--- src/kms_pkg.sv ---
// Package: register map, field positions and sequencer states of the key matrix scan control
package kms_pkg;
    localparam int COLS = 16;
    localparam int CFG_W = 8;
    // APB register offsets
    localparam logic [7:0] OFS_CFG = 8'h00;
    localparam logic [7:0] OFS_CMD = 8'h04;
    localparam logic [7:0] OFS_STATUS = 8'h08;
    localparam logic [7:0] OFS_MASK = 8'h0C;
    localparam logic [7:0] OFS_SRCDATA = 8'h10;
    localparam logic [7:0] OFS_TIMING = 8'h14;
    // Configuration fields
    localparam int CFG_B7 = 7;
    localparam int CFG_B6 = 6;
    localparam int CFG_B5 = 5;
    localparam int CFG_B4 = 4;
    localparam int CFG_B3 = 3;
    localparam int CFG_B2 = 2;
    localparam int CFG_B1 = 1;
    // Command register bits
    localparam int CMD_IMM = 0;
    localparam int CMD_REG = 1;
    localparam int CMD_TAB = 2;
    // Control/status bits
    localparam int ST_HRQ = 0;
    localparam int ST_KSF = 1;
    localparam int ST_W = 2;
    localparam int TIM_HEN = 16;
    localparam logic [7:0] CFG_RST = 8'h40;
    localparam logic [15:0] INTERVAL_RST = 16'h0100;
    localparam logic [15:0] COLS_NONE = 16'h0000;
    localparam logic [15:0] COLS_ALL = 16'hFFFF;
    localparam logic [31:0] ERR_VAL = 32'h0000_0000;
    typedef enum logic [2:0] {
        SM_LCD = 3'b001,
        SM_SCAN = 3'b010,
        SM_DONE = 3'b100
    } kms_state_type;
endpackage

--- src/kms_cfg_if.sv ---
// Interface: configuration word and decoded column select between top and decoder
`timescale 1ns/10ps
interface kms_cfg_if;
    logic [7:0] cfg;
    logic [15:0] cols;
    logic scan_off;
    modport owner (output cfg, input cols, input scan_off);
    modport decoder (input cfg, output cols, output scan_off);
endinterface

--- src/kms_decode.sv ---
// Scan configuration decoder: turns the eight-bit setting into active columns
`timescale 1ns/10ps
module kms_decode (
    kms_cfg_if.decoder d
);
    import kms_pkg::*;

    function automatic logic [15:0] group_mask(input logic [3:0] idx, input int size);
        logic [15:0] base;
        base = COLS_NONE;
        for (int i = 0; i < COLS; i++) begin
            if ((i / size) == (int'(idx) / size)) begin
                base[i] = 1'b1;
            end
        end
        return base;
    endfunction

    always_comb begin
        logic [2:0] sel;
        sel = {d.cfg[CFG_B7], d.cfg[CFG_B5], d.cfg[CFG_B4]};
        d.scan_off = 1'b0;
        d.cols = COLS_NONE;
        if (sel == 3'h0) begin
            d.cols = group_mask(d.cfg[3:0], 1);
        end else if (sel == 3'h1) begin
            d.cols = COLS_ALL;
        end else if (sel[2:1] == 2'h1) begin
            d.scan_off = 1'b1;
        end else if (sel[2:1] == 2'h2) begin
            d.cols = group_mask({d.cfg[CFG_B3], 3'h0}, 8);
        end else if (sel == 3'h6) begin
            d.cols = group_mask({d.cfg[CFG_B3], d.cfg[CFG_B2], 2'h0}, 4);
        end else begin
            d.cols = group_mask({d.cfg[3:1], 1'b0}, 2);
        end
    end
endmodule

--- src/kms_top.sv ---
// Key matrix scan control: configuration, scan sequencing and halt-release flags
//
// The APB register port and the placing of the registers were left to the implementer.
`timescale 1ns/10ps
// What this block does
// - Drive scan state on the sixteen shared pins during scan interval, else LCD data.
// - Bit 6 clear with enable: request flag on key press, then status flag.
// - Bit 6 set with enable: request flag after every scan cycle, then status flag.
// - Mode 000 scans one column indexed by bits 3..0.
// - Mode 001 scans all sixteen columns; bits 3..0 ignored.
// - Mode 01x disables scanning; bits 3..0 ignored.
// - Mode 10x scans eight columns chosen by bit 3.
// - Mode 110 scans four columns chosen by bits 3..2.
// - Mode 111 scans two adjacent columns chosen by bits 3..1.
// - Register form: accumulator nibble high, working register nibble low.
// - Table form: table word at index pointer taken bit for bit.
module kms_top (
    input wire logic clock,
    input wire logic rst,
    input wire logic psel,
    input wire logic penable,
    input wire logic pwrite,
    input wire logic [7:0] paddr,
    input wire logic [31:0] pwdata,
    output logic [31:0] prdata,
    output logic pready,
    output logic pslverr,
    input wire logic [3:0] acc_nibble,
    input wire logic [3:0] work_reg_nibble,
    input wire logic [7:0] table_rom_word,
    output logic [11:0] index_pointer,
    input wire logic [15:0] lcd_segment_data,
    input wire logic [3:0] key_return_pins,
    output logic [15:0] shared_segment_pins,
    output logic scan_active,
    output logic halt_release_request_key,
    output logic key_status_flag,
    output logic irq
);
    import kms_pkg::*;

    kms_cfg_if cif ();
    kms_decode u_dec (.d(cif));

    logic [7:0] cfg_r, cfg_nxt;
    logic [11:0] idx_r, idx_nxt;
    logic [15:0] ivl_r, ivl_nxt;
    logic hen_r, hen_nxt;
    logic [ST_W-1:0] st_r, st_nxt, mask_r, mask_nxt;
    logic [31:0] prdata_r, prdata_nxt;
    kms_state_type sm_r, sm_nxt;
    logic [15:0] cnt_r, cnt_nxt;
    logic [15:0] seg_r, seg_nxt;
    logic [3:0] key_s1_r, key_s2_r;
    logic press_r, press_nxt;

    assign cif.cfg = cfg_r;

    // APB decode
    logic wr_en, rd_en;
    assign wr_en = psel && penable && pwrite;
    assign rd_en = psel && penable && !pwrite;
    assign pready = 1'b1;

    function automatic logic addr_ok(input logic [7:0] a);
        return (a == OFS_CFG) || (a == OFS_CMD) || (a == OFS_STATUS) || (a == OFS_MASK)
            || (a == OFS_SRCDATA) || (a == OFS_TIMING);
    endfunction

    assign pslverr = psel && penable && !addr_ok(paddr);

    // Register group: config, timing, index pointer, mask, read data
    always_comb begin
        cfg_nxt = cfg_r;
        idx_nxt = idx_r;
        ivl_nxt = ivl_r;
        hen_nxt = hen_r;
        mask_nxt = mask_r;
        prdata_nxt = prdata_r;
        if (wr_en) begin
            if (paddr == OFS_CFG) begin
                cfg_nxt = pwdata[7:0];
            end else if (paddr == OFS_CMD) begin
                if (pwdata[CMD_REG]) begin
                    cfg_nxt = {acc_nibble, work_reg_nibble};
                end else if (pwdata[CMD_TAB]) begin
                    cfg_nxt = table_rom_word;
                end else if (pwdata[CMD_IMM]) begin
                    cfg_nxt = pwdata[15:8];
                end
            end else if (paddr == OFS_MASK) begin
                mask_nxt = pwdata[ST_W-1:0];
            end else if (paddr == OFS_SRCDATA) begin
                idx_nxt = pwdata[11:0];
            end else if (paddr == OFS_TIMING) begin
                ivl_nxt = pwdata[15:0];
                hen_nxt = pwdata[TIM_HEN];
            end
        end
        if (rd_en) begin
            if (paddr == OFS_CFG) begin
                prdata_nxt = {24'h000000, cfg_r};
            end else if (paddr == OFS_CMD) begin
                prdata_nxt = {29'h0, sm_r};
            end else if (paddr == OFS_STATUS) begin
                prdata_nxt = {30'h0, st_r};
            end else if (paddr == OFS_MASK) begin
                prdata_nxt = {30'h0, mask_r};
            end else if (paddr == OFS_SRCDATA) begin
                prdata_nxt = {20'h00000, idx_r};
            end else if (paddr == OFS_TIMING) begin
                prdata_nxt = {15'h0000, hen_r, ivl_r};
            end else begin
                prdata_nxt = ERR_VAL;
            end
        end
    end

    always_ff @(posedge clock or posedge rst) begin
        if (rst) begin
            cfg_r <= CFG_RST;
            idx_r <= 12'h000;
            ivl_r <= INTERVAL_RST;
            hen_r <= 1'b0;
            mask_r <= 2'h0;
            prdata_r <= 32'h0000_0000;
        end else begin
            cfg_r <= cfg_nxt;
            idx_r <= idx_nxt;
            ivl_r <= ivl_nxt;
            hen_r <= hen_nxt;
            mask_r <= mask_nxt;
            prdata_r <= prdata_nxt;
        end
    end

    // Read data would land one cycle late in the register, so during the access it is presented from the next value
    assign prdata = rd_en ? prdata_nxt : prdata_r;
    assign index_pointer = idx_r;

    // Return lines come from pins; two flops before use
    always_ff @(posedge clock or posedge rst) begin
        if (rst) begin
            key_s1_r <= 4'h0;
            key_s2_r <= 4'h0;
        end else begin
            key_s1_r <= key_return_pins;
            key_s2_r <= key_s1_r;
        end
    end

    // Scan sequencer: LCD phase, scan interval, end of cycle
    logic cycle_end;
    always_comb begin
        sm_nxt = sm_r;
        cnt_nxt = cnt_r + 16'h0001;
        seg_nxt = lcd_segment_data;
        press_nxt = press_r;
        cycle_end = 1'b0;
        case (sm_r)
            SM_LCD: begin
                if (cnt_r >= ivl_r) begin
                    cnt_nxt = 16'h0000;
                    if (!cif.scan_off) begin
                        sm_nxt = SM_SCAN;
                        press_nxt = 1'b0;
                        // Columns go out together with the scan state, so no LCD data is seen as keys
                        seg_nxt = cif.cols;
                    end
                end
            end
            SM_SCAN: begin
                seg_nxt = cif.cols;
                if (|key_s2_r) begin
                    press_nxt = 1'b1;
                end
                if (cnt_r >= ivl_r) begin
                    cnt_nxt = 16'h0000;
                    sm_nxt = SM_DONE;
                    seg_nxt = lcd_segment_data;
                end
            end
            SM_DONE: begin
                cycle_end = 1'b1;
                cnt_nxt = 16'h0000;
                sm_nxt = SM_LCD;
            end
            default: begin
                sm_nxt = SM_LCD;
            end
        endcase
    end

    always_ff @(posedge clock or posedge rst) begin
        if (rst) begin
            sm_r <= SM_LCD;
            cnt_r <= 16'h0000;
            seg_r <= 16'h0000;
            press_r <= 1'b0;
        end else begin
            sm_r <= sm_nxt;
            cnt_r <= cnt_nxt;
            seg_r <= seg_nxt;
            press_r <= press_nxt;
        end
    end

    // Flags: request first, status one cycle after; set wins over clear
    logic hrq_set, ksf_set_r, ksf_set_nxt;
    always_comb begin
        hrq_set = 1'b0;
        if (cycle_end && hen_r) begin
            if (cfg_r[CFG_B6]) begin
                hrq_set = 1'b1;
            end else begin
                hrq_set = press_r;
            end
        end
        ksf_set_nxt = hrq_set;
        st_nxt = st_r;
        if (wr_en && paddr == OFS_STATUS) begin
            st_nxt = st_r & ~pwdata[ST_W-1:0];
        end
        if (hrq_set) begin
            st_nxt[ST_HRQ] = 1'b1;
        end
        if (ksf_set_r) begin
            st_nxt[ST_KSF] = 1'b1;
        end
    end

    always_ff @(posedge clock or posedge rst) begin
        if (rst) begin
            st_r <= 2'h0;
            ksf_set_r <= 1'b0;
        end else begin
            st_r <= st_nxt;
            ksf_set_r <= ksf_set_nxt;
        end
    end

    assign shared_segment_pins = seg_r;
    assign scan_active = (sm_r == SM_SCAN);
    assign halt_release_request_key = st_r[ST_HRQ];
    assign key_status_flag = st_r[ST_KSF];
    assign irq = |(st_r & mask_r);
endmodule

--- config.mk ---
export PLATFORM = sky130hd
export DESIGN_NAME = kms_top
export DESIGN_NICKNAME = d
export VERILOG_FILES = /design/src/kms_pkg.sv /design/src/kms_cfg_if.sv /design/src/kms_decode.sv /design/src/kms_top.sv
export SDC_FILE = /design/constraint.sdc
export NUM_CORES = 1
export LEC_CHECK = 0
export ABC_AREA = 1
export BUFFER_PORTS_ARGS = -buffer_cell sky130_fd_sc_hd__buf_2
export CAP_MARGIN = 15
export CORE_MARGIN = 4
export CORE_UTILIZATION = 35
export DETAILED_ROUTE_END_ITERATION = 7
export GPL_TIMING_DRIVEN = 0
export PLACE_DENSITY_LB_ADDON = 0.2
export SYNTH_ARGS = -nofsm -noshare
export SYNTH_HDL_FRONTEND = slang
export SYNTH_SLANG_ARGS = --single-unit
--- constraint.sdc ---
create_clock -name clock -period 4.1 [get_ports clock]
set_input_delay 0.41 -clock clock [delete_from_list [all_inputs] [get_ports clock]]
set_output_delay 0.41 -clock clock [all_outputs]
set_load 0.1 [all_outputs]
==> impl_metrics.toml, run 1 <==
[synth]
ys_seq_elements = 118
ys_seq_area_frac = 0.468
synth_cell_types = 42
ys.flop_type = "dfrtp_1"
synth_fp_nets = 917
syn_area_um2 = 6320
syn_area_per_cell_um2 = 7.72
synth_edf_count = 0
yosys_warnings = 0
async_reset_ff_frac = 1.00
syn_inst = 819

[pwr]
power_frac_seq = 0.341
vdd_drop_max_mv = 0.498
power_density_nw_per_um2 = 491
pwr-share-clk = 0.427
power.switching_uw = 1320
power_uw = 3910
p_leak_uw = 0.00409
p_int_uw = 2590
netSwitchingFraction = 0.337
comb_power_share = 0.232

[cts]
path_clk_slew_ns = 0.05
clock_sinks = 118
cts_tree = "yes"
cts_buffers = 17
ctsHtreeMaxLevel = 4
cts.path.max_buffers = 2
cts_resized = 0
clock_latency_ns = 0.42
root_buffer = "clkbuf_16"

[finish]
final_common_cell = "nand2_1"
n_antenna_cell = 0
mostFrequentLayoutCells = "nand2_1, buf_2, dfrtp_1"
nNetsFinal = 1068
drive_above_1_share = 0.234
finalInstanceArea_um2 = 7970
area_delta_synth_final_pct = 26.0

[drt]
dr.pass1.iters = 5
dr_total_vias = 5730
dr.first_iter.drc_count = 398
ant_nets = 0
wl_per_cell_um = 15.3
drt_wl_total_mm = 18.4
avgViaCountPerCell = 4.74
drcViolationCount = 0

[setup_path]
worst_path_largest_cell_delay_ns = 0.48
cp_max_fo = 9
crit_required_ns = 3.69
worstSetupPathType = "in -> out"
ff2ff_setup_slack_ns = 1.94
arrival_ns = 2.48
cp-start-kind = "input port"
slowest_stage = "buf_2"
worstPathCellList = "buf_2, nand2_1, nor2_4, inv_2, nor2_1, nand2_1, o211ai_1, buf_2"
crit_path_end_kind = "primary output"

[global_routing]
grt_pass1_vias = 5610
antenna_found_initial = 0
grt_max_degree = 90
grt_pass1_wl_mm = 29.9
overflow = 0
grt_util_all_layers = 0.188

[timing]
finalHoldViolations = 0
tightest_slew_ns = 0.612
fin_worst_hold_slack_ns = 0.102
rsz0062_at_grt = "no"
max_clock_freq_ghz = 0.346
fin_skew_ns = 0.00950
min_period_ns = 2.89
tns_ns = 0
worst_slack_ns = 1.21
drv_slew = 0
setup_violations = 0
finalCritPeriodShare = 0.706
max_slew_margin = 0.592

[floorplanning]
fp.dieW_um = 142
ios = 147
dieArea_um2 = 20300
core_region_area_um2 = 17500
dieHeight_um = 142
start_util = 0.362
rows = 48

[placed_design]
gp_congestion = 0.881
dp_hpwl_mm = 13.9
dpl-instance-area_um2 = 7290
post-place-ws_ns = 1.19
io_buffer_count = 130

[run]
maxCapViolations = 0

[worst_hold_path]
hold_path.class = "in -> reg"

[run_status]
status = "complete, no violations"
[logic make-up after synthesis]
| family | after synthesis | share of synthesized area |
|---|---|---|
| AOI/OAI and AO/OA | 129 | 0.113 |
| other | 1 | 0.000593 |
| DFF | 118 | 0.468 |
| xor gates and xnor gates | 10 | 0.0139 |
| buffers and inverters | 132 | 0.0895 |
| and+or+nand+nor | 412 | 0.282 |
| adders and majority gates | 17 | 0.0336 |
[final cells by class]
cell class,instances,area (µm²)
fillers,1820,9510
flip-flops and latches,118,2960
multi-input cells,569,2810
repair buffers,132,688
clock buffers,18,439
inverters,107,407
well taps,225,282
clock inverters,14,225
plain buffers,25,164
[synthesized netlist by cell type, types with 3 or more instances]
cell	number	area, µm²
nor3_1	12	60.1
dfrtp_1	115	2880
buf_2	8	40.0
clkbuf_1	5	18.8
nand3_1	66	330
nor2_1	65	244
buf_6	4	45.0
nor4_1	3	18.8
o21ai_2	6	52.6
a21oi_1	28	140
xnor2_1	3	26.3
ha_1	17	213
o21ai_1	44	220
inv_2	12	45.0
nand2_2	6	37.5
dfstp_2	3	78.8
nand4_1	7	43.8
xor2_1	7	61.3
nor2_2	3	18.8
nand2_1	236	886
nor3_2	3	30.0
inv_1	95	357
nor2_4	3	33.8
o21ai_0	37	185
buf_4	8	60.1
[layer usage]
| metal | GRT usage | part of all wire | vias to the layer above |
|---|---|---|---|
| met5 | 0 | 0 | - |
| met4 | 0.0525 | 0.012 | 0 |
| met3 | 0.0370 | 0.046 | 17 |
| met2 | 0.302 | 0.47 | 152 |
| met1 | 0.260 | 0.47 | 2634 |
| li1 | - | - | 2927 |
[worst max-delay path, delay by kind of cell]
kind / cells / cell delay (ns)
simple gates: 4 / 1.05
compound gates: 1 / 0.33
buf+inv: 3 / 0.68
[what timing repair did]
| action | 4_1_cts | 5_1_grt |
|---|---|---|
| hold buffers | 1 | 0 |
| endpoints found under the hold margin | 29 | 0 |
| buffers inserted | 0 | 0 |
[through the flow]
| stage | std cells | util |
|---|---|---|
| after floorplan | 819 | - |
| after global placement | 1174 | 0.415 |
| after detailed placement | 1175 | 0.417 |
| after CTS | 1208 | 0.456 |
| after global routing | 1208 | 0.456 |
| final | 1208 | 0.456 |
[sequential cells by signal, indices dropped and copies added, names as in the netlist, 2 cells and up]
signal and cells:
cnt_r 16, key_s1_r 4, sm_r 3, cfg_r 8, key_s2_r 4, ivl_r 16, prdata_r 32, index_pointer 12
shared_segment_pins 16, st_r 2, mask_r 2
[path summary, 6_finish.rpt]
| path | from | to | depth (start not counted) |
|---|---|---|---|
| max in group asynchronous | rst | ivl_r[8] | 4 |
| worst max-delay path | psel | prdata[9] | 8 |
| worst min-delay path | key_return_pins[0] | key_s1_r[0] | 1 |
| worst min register to register | key_s1_r[3] | key_s2_r[3] | 0 |
| min in group asynchronous | rst | prdata_r[27] | 3 |
| worst max register to register | cnt_r[7] | cnt_r[8] | 13 |
[power groups by stage]
stage	Sequential [µW]	Combinational, µW	Clock, µW
floorplan	1630	421	0
global placement	1350	895	0
detailed placement	1350	907	0
CTS	1330	912	1700
global route	1340	1000	1760
finish	1330	906	1670
Note: power is estimated with default switching activity, not from simulation.
==> run 2: changes to the inputs <==
clock period = 2.67 ns   (was 4.1 ns; I/O delays follow)
==> run 2 against run 1 <==
Wire length fell by 1.9%. Combinational power rose by 55%. Sequential share of layout area fell by 0.57 points. Worst setup slack got worse by 0.90 ns. Clock-buffer cell count did not move. Flip-flop and latch count did not move. Clock power rose by 54%. Largest cell class unchanged. Total power rose by 54%. Design area rose by 1.6%. Critical path depth rose by 2. Global-route usage fell by 0.37 points. Worst hold slack got worse by 0.030 ns.
==> impl_metrics.toml, run 2 (same netlist as run 1, synthesis figures left out) <==
[run_status]
status = "complete, no violations"

[global_routing]
overflow = 0
grt_pass1_wl_mm = 29.4
grt_max_degree = 42
grt_util_all_layers = 0.184
grt_pass1_vias = 5642
antenna_found_initial = 0

[drt]
dr_total_vias = 5773
drcViolationCount = 0
ant_nets = 0
wl_per_cell_um = 14.9
dr.pass1.iters = 5
drt_wl_total_mm = 18.1
avgViaCountPerCell = 4.76
dr.first_iter.drc_count = 290

[cts]
cts_resized = 0
ctsHtreeMaxLevel = 4
path_clk_slew_ns = 0.06
clock_sinks = 118
cts_buffers = 17
root_buffer = "clkbuf_16"
clock_latency_ns = 0.42
post_cts_buffers = 0
hold_buffers = 5
cts.path.max_buffers = 2
cts_tree = "yes"

[setup_path]
cp_common_cell = "buf_2"
crit_required_ns = 2.40
cp_num_buf_inv = 3
crit_path_end_kind = "primary output"
cp_max_fo = 10
startpoint = "paddr[1]"
arrival_ns = 2.10
worstSetupPathType = "in -> out"
r2r-start = "cnt_r[14]"
cp-start-kind = "input port"
slowest_stage = "buf_2"
worst_path_largest_cell_delay_ns = 0.46
cpLargestDelayFamily = "buffers and inverters"
worstPathCellList = "buf_2, nor3_2, nand2_2, nor2_2, buf_4, nand2_1, o21ai_1, a21oi_1, o21ai_2, buf_2"

[timing]
finalHoldViolations = 0
fin_skew_ns = 0.00860
max_clock_freq_ghz = 0.423
setup_violations = 0
drv_slew = 0
tightest_slew_ns = 0.702
finalCritPeriodShare = 0.886
rsz0062_at_grt = "no"
tns_ns = 0
min_period_ns = 2.37
max_slew_margin = 0.532

[finish]
largest_register_ff_count = 32
mostFrequentLayoutCells = "nand2_1, buf_2, dfrtp_1"
regArea_um2 = 2960
utilization = 0.463
area_delta_synth_final_pct = 28.0
nNetsFinal = 1074
multi_input_area_um2 = 2860
fill_cells = 1780
n_antenna_cell = 0
top_register = "prdata_r"
drive_above_1_share = 0.246
final_common_cell = "nand2_1"

[floorplanning]
core_region_area_um2 = 17500
start_util = 0.362
dieArea_um2 = 20300
dieHeight_um = 142
fp.dieW_um = 142
ios = 147
rows = 48

[worst_hold_path]
min-delay-start = "lcd_segment_data[2]"
hold_path.class = "in -> reg"

[pwr]
pwr-share-clk = 0.428
power.switching_uw = 2040
power_frac_seq = 0.339
comb_power_share = 0.233
netSwitchingFraction = 0.338
power_density_nw_per_um2 = 745
p_int_uw = 3990
p_leak_uw = 0.00415
vdd_drop_max_mv = 0.688

[placed_design]
io_buffer_count = 130
dp_hpwl_mm = 13.9
gp_congestion = 0.876

[run]
maxCapViolations = 0
## run 2: cell type report
| class | instances | area share |
|---|---|---|
| Clock inverter | 14 | 0.0275 |
| Clock buffer | 18 | 0.0543 |
| Timing Repair Buffer | 138 | 0.0940 |
| Multi-Input combinational cell | 569 | 0.353 |
| Sequential cell | 118 | 0.365 |
| Tap cell | 225 | 0.0348 |
| Buffer | 25 | 0.0203 |
| Inverter | 107 | 0.0504 |
## run 2: power by group through the flow
stage	sequential, µW	combinational [µW]	clock [µW]
after floorplan	2500	652	0
after global placement	2080	1380	0
after detailed placement	2070	1410	0
after CTS	2040	1420	2620
after global routing	2060	1540	2700
final	2040	1400	2580
## run 2: path summary, 6_finish.rpt
| kind | slack, ns | depth (start not counted) | endpoint |
|---|---|---|---|
| min in group asynchronous | 0.38 | 3 | index_pointer[1] |
| max in group asynchronous | 1.55 | 5 | shared_segment_pins[6] |
| max | 0.30 | 10 | prdata[6] |
| min | 0.07 | 3 | shared_segment_pins[2] |
| min reg2reg | 0.35 | 0 | key_s2_r[3] |
| max reg2reg | 0.50 | 9 | cnt_r[6] |
## run 2: worst register-to-register path: stages (launching register included)
cell	delay, ns
dfrtp_1	0.43
ha_1	0.29
nand2_1	0.08
nor4_1	0.36
nand2_1	0.21
nand2_4	0.17
nand2_1	0.12
nand2_2	0.14
buf_4	0.20
nor2_1	0.06
## run 2: per-stage QoR
stage	cell area (µm²)	total power, µW	setup WS [ns]	hold WS [ns]	instances
2_1_floorplan	6390	3150	0.00265	0.298	819
3_3_place_gp	7320	3460	0.102	0.333	1174
3_5_place_dp	7380	3480	0.270	0.277	1177
4_1_cts	8090	6080	0.264	0.0575	1214
5_1_grt	8090	6310	0.120	0.0685	1214
6_report	8090	6030	0.304	0.0727	1214
## run 2: metal layers
layer	vias to the layer above	routed length [µm]	track usage	share of wire
li1	2946	-	-	-
met1	2652	8550	0.250	0.47
met2	159	8430	0.301	0.47
met3	16	890	0.0383	0.049
met4	0	204	0.0490	0.011
met5	-	0	0	0
==> run 3: changes to the inputs <==
--- a/config.mk
+++ b/config.mk
@@ -12,2 +12,3 @@
 export CORE_UTILIZATION = 35
+export CTS_CLUSTER_SIZE = 20
 export DETAILED_ROUTE_END_ITERATION = 7
--- a/constraint.sdc
+++ b/constraint.sdc
@@ -3,2 +3,2 @@
 set_output_delay 0.267 -clock clock [all_outputs]
-set_load 0.1 [all_outputs]
+set_load 0.02 [all_outputs]
==> run 3 against run 2 <==
Total power shrank 11%. Design area shrank 1.3%. Clock-buffer cell count is the same. Fmax grew 0.61%. Non-clock buffer count is the same. Sequential share of layout area grew 0.50 points. Die area is the same. Combinational power shrank 29%. Sequential power is essentially flat. Worst setup slack gained 0.014 ns. Critical endpoint is now prdata[8]. Largest cell class unchanged.
==> impl_metrics.toml, run 3 (same netlist as run 1, synthesis figures left out) <==
[run_status]
status = "complete, no violations"

[timing]
tightest_slew_ns = 0.625
finalHoldViolations = 0
drv_slew = 0
max_slew_margin = 0.583
min_period_ns = 2.35
fin_worst_hold_slack_ns = 0.0740
max_clock_freq_ghz = 0.425
fin_skew_ns = 0.00795
rsz0062_at_grt = "no"
setup_violations = 0
tns_ns = 0
finalCritPeriodShare = 0.881

[run]
maxCapViolations = 0

[pwr]
vdd_drop_max_mv = 0.489
power_density_nw_per_um2 = 675
p_leak_uw = 0.00409

[floorplanning]
dieArea_um2 = 20300
ios = 147
core_region_area_um2 = 17500
start_util = 0.362
fp.dieW_um = 142
dieHeight_um = 142
rows = 48

[global_routing]
overflow = 0
grt_pass1_wl_mm = 29.6
grt_util_all_layers = 0.184
grt_max_degree = 40
antenna_found_initial = 0
grt_pass1_vias = 5672

[cts]
path_clk_slew_ns = 0.06
clock_latency_ns = 0.42
cts.path.max_buffers = 2
clock_sinks = 118
cts_buffers = 17
cts_resized = 0
cts_tree = "yes"
ctsHtreeMaxLevel = 4
root_buffer = "clkbuf_16"

[drt]
wl_per_cell_um = 15.0
drcViolationCount = 0
dr.first_iter.drc_count = 313
avgViaCountPerCell = 4.77
dr.pass1.iters = 5
dr_total_vias = 5785
ant_nets = 0
drt_wl_total_mm = 18.2

[finish]
fill_cells = 1809
largest_register_ff_count = 32
final_common_cell = "nand2_1"
mostFrequentLayoutCells = "nand2_1, buf_2, dfrtp_1"
n_antenna_cell = 0
instances_no_fill = 1214
drive_above_1_share = 0.234
area_delta_synth_final_pct = 26.3
top_register = "prdata_r"
finalInstanceArea_um2 = 7980
nNetsFinal = 1074

[placed_design]
dp_hpwl_mm = 14.0
io_buffer_count = 130
dpl-instance-area_um2 = 7320
gp_congestion = 0.882
place_inst = 1177

[setup_path]
crit_required_ns = 2.40
worst_path_largest_cell_delay_ns = 0.35
cp-start-kind = "input port"
cp_max_fo = 9
startpoint = "psel"
worstSetupPathType = "in -> out"
r2r-start = "ivl_r[8]"
arrival_ns = 2.08
worstPathCellList = "buf_2, nand2_1, nor2_4, inv_2, nor2_1, nand2_1, o211ai_1, buf_2"
crit_path_end_kind = "primary output"
slowest_stage = "nand2_1"

[worst_hold_path]
min-delay-start = "lcd_segment_data[13]"
hold_path.class = "in -> reg"
run 3: through the flow:
step | power (µW) | setup WS (ns) | utilization
finish | 5390 | 0.319 | 0.457
floorplan | 2740 | 0.886 | -
global placement | 3040 | 0.114 | 0.415
CTS | 5440 | 0.352 | 0.457
global route | 5680 | 0.189 | 0.457
detailed placement | 3060 | 0.366 | 0.419
run 3: area by class of cell:
| type | instances | area [µm²] | area share |
|---|---|---|---|
| Timing Repair Buffer | 138 | 761 | 0.0953 |
| Clock inverter | 14 | 176 | 0.0221 |
| Clock buffer | 18 | 439 | 0.0550 |
| Buffer | 25 | 164 | 0.0205 |
| Multi-Input combinational cell | 569 | 2800 | 0.351 |
| Inverter | 107 | 405 | 0.0508 |
| Sequential cell | 118 | 2960 | 0.370 |
| Tap cell | 225 | 282 | 0.0353 |
run 3: what timing repair did:
action / in CTS / in global routing
setup buffers: 0 / 0
hold buffers: 5 / 0
hold endpoints to repair: 22 / 0
run 3: final timing paths:
kind                                           end  slack, ns  cells after the start
setup / recovery                         prdata[8]       0.32                      8
hold / removal             shared_segment_pins[13]       0.07                      3
setup reg to reg                          cnt_r[6]       0.46                     10
hold reg to reg                        key_s2_r[2]       0.34                      0
max in group asynchronous                  sm_r[0]       1.36                      5
min in group asynchronous         index_pointer[8]       0.44                      3
run 3: power breakdown:
group	total [µW]	switching, µW	leakage [µW]	internal [µW]
Sequential	2040	100	0.00154	1940
Combinational	988	629	0.00226	359
Clock	2360	867	0.000285	1500
run 3: worst max-delay path, delay by kind of cell:
family	cells	cell delay [ns]
and+or+nand+nor	4	1.03
buffers and inverters	3	0.43
AOI/OAI and AO/OA	1	0.34
run 3: layer usage:
| layer | part of all wire | wire length [µm] | vias up | global-route usage |
|---|---|---|---|---|
| met2 | 0.46 | 8430 | 156 | 0.297 |
| met1 | 0.47 | 8530 | 2666 | 0.253 |
| met5 | 0 | 0 | - | 0 |
| met3 | 0.052 | 938 | 23 | 0.0383 |
| li1 | - | - | 2940 | - |
| met4 | 0.016 | 287 | 0 | 0.0530 |
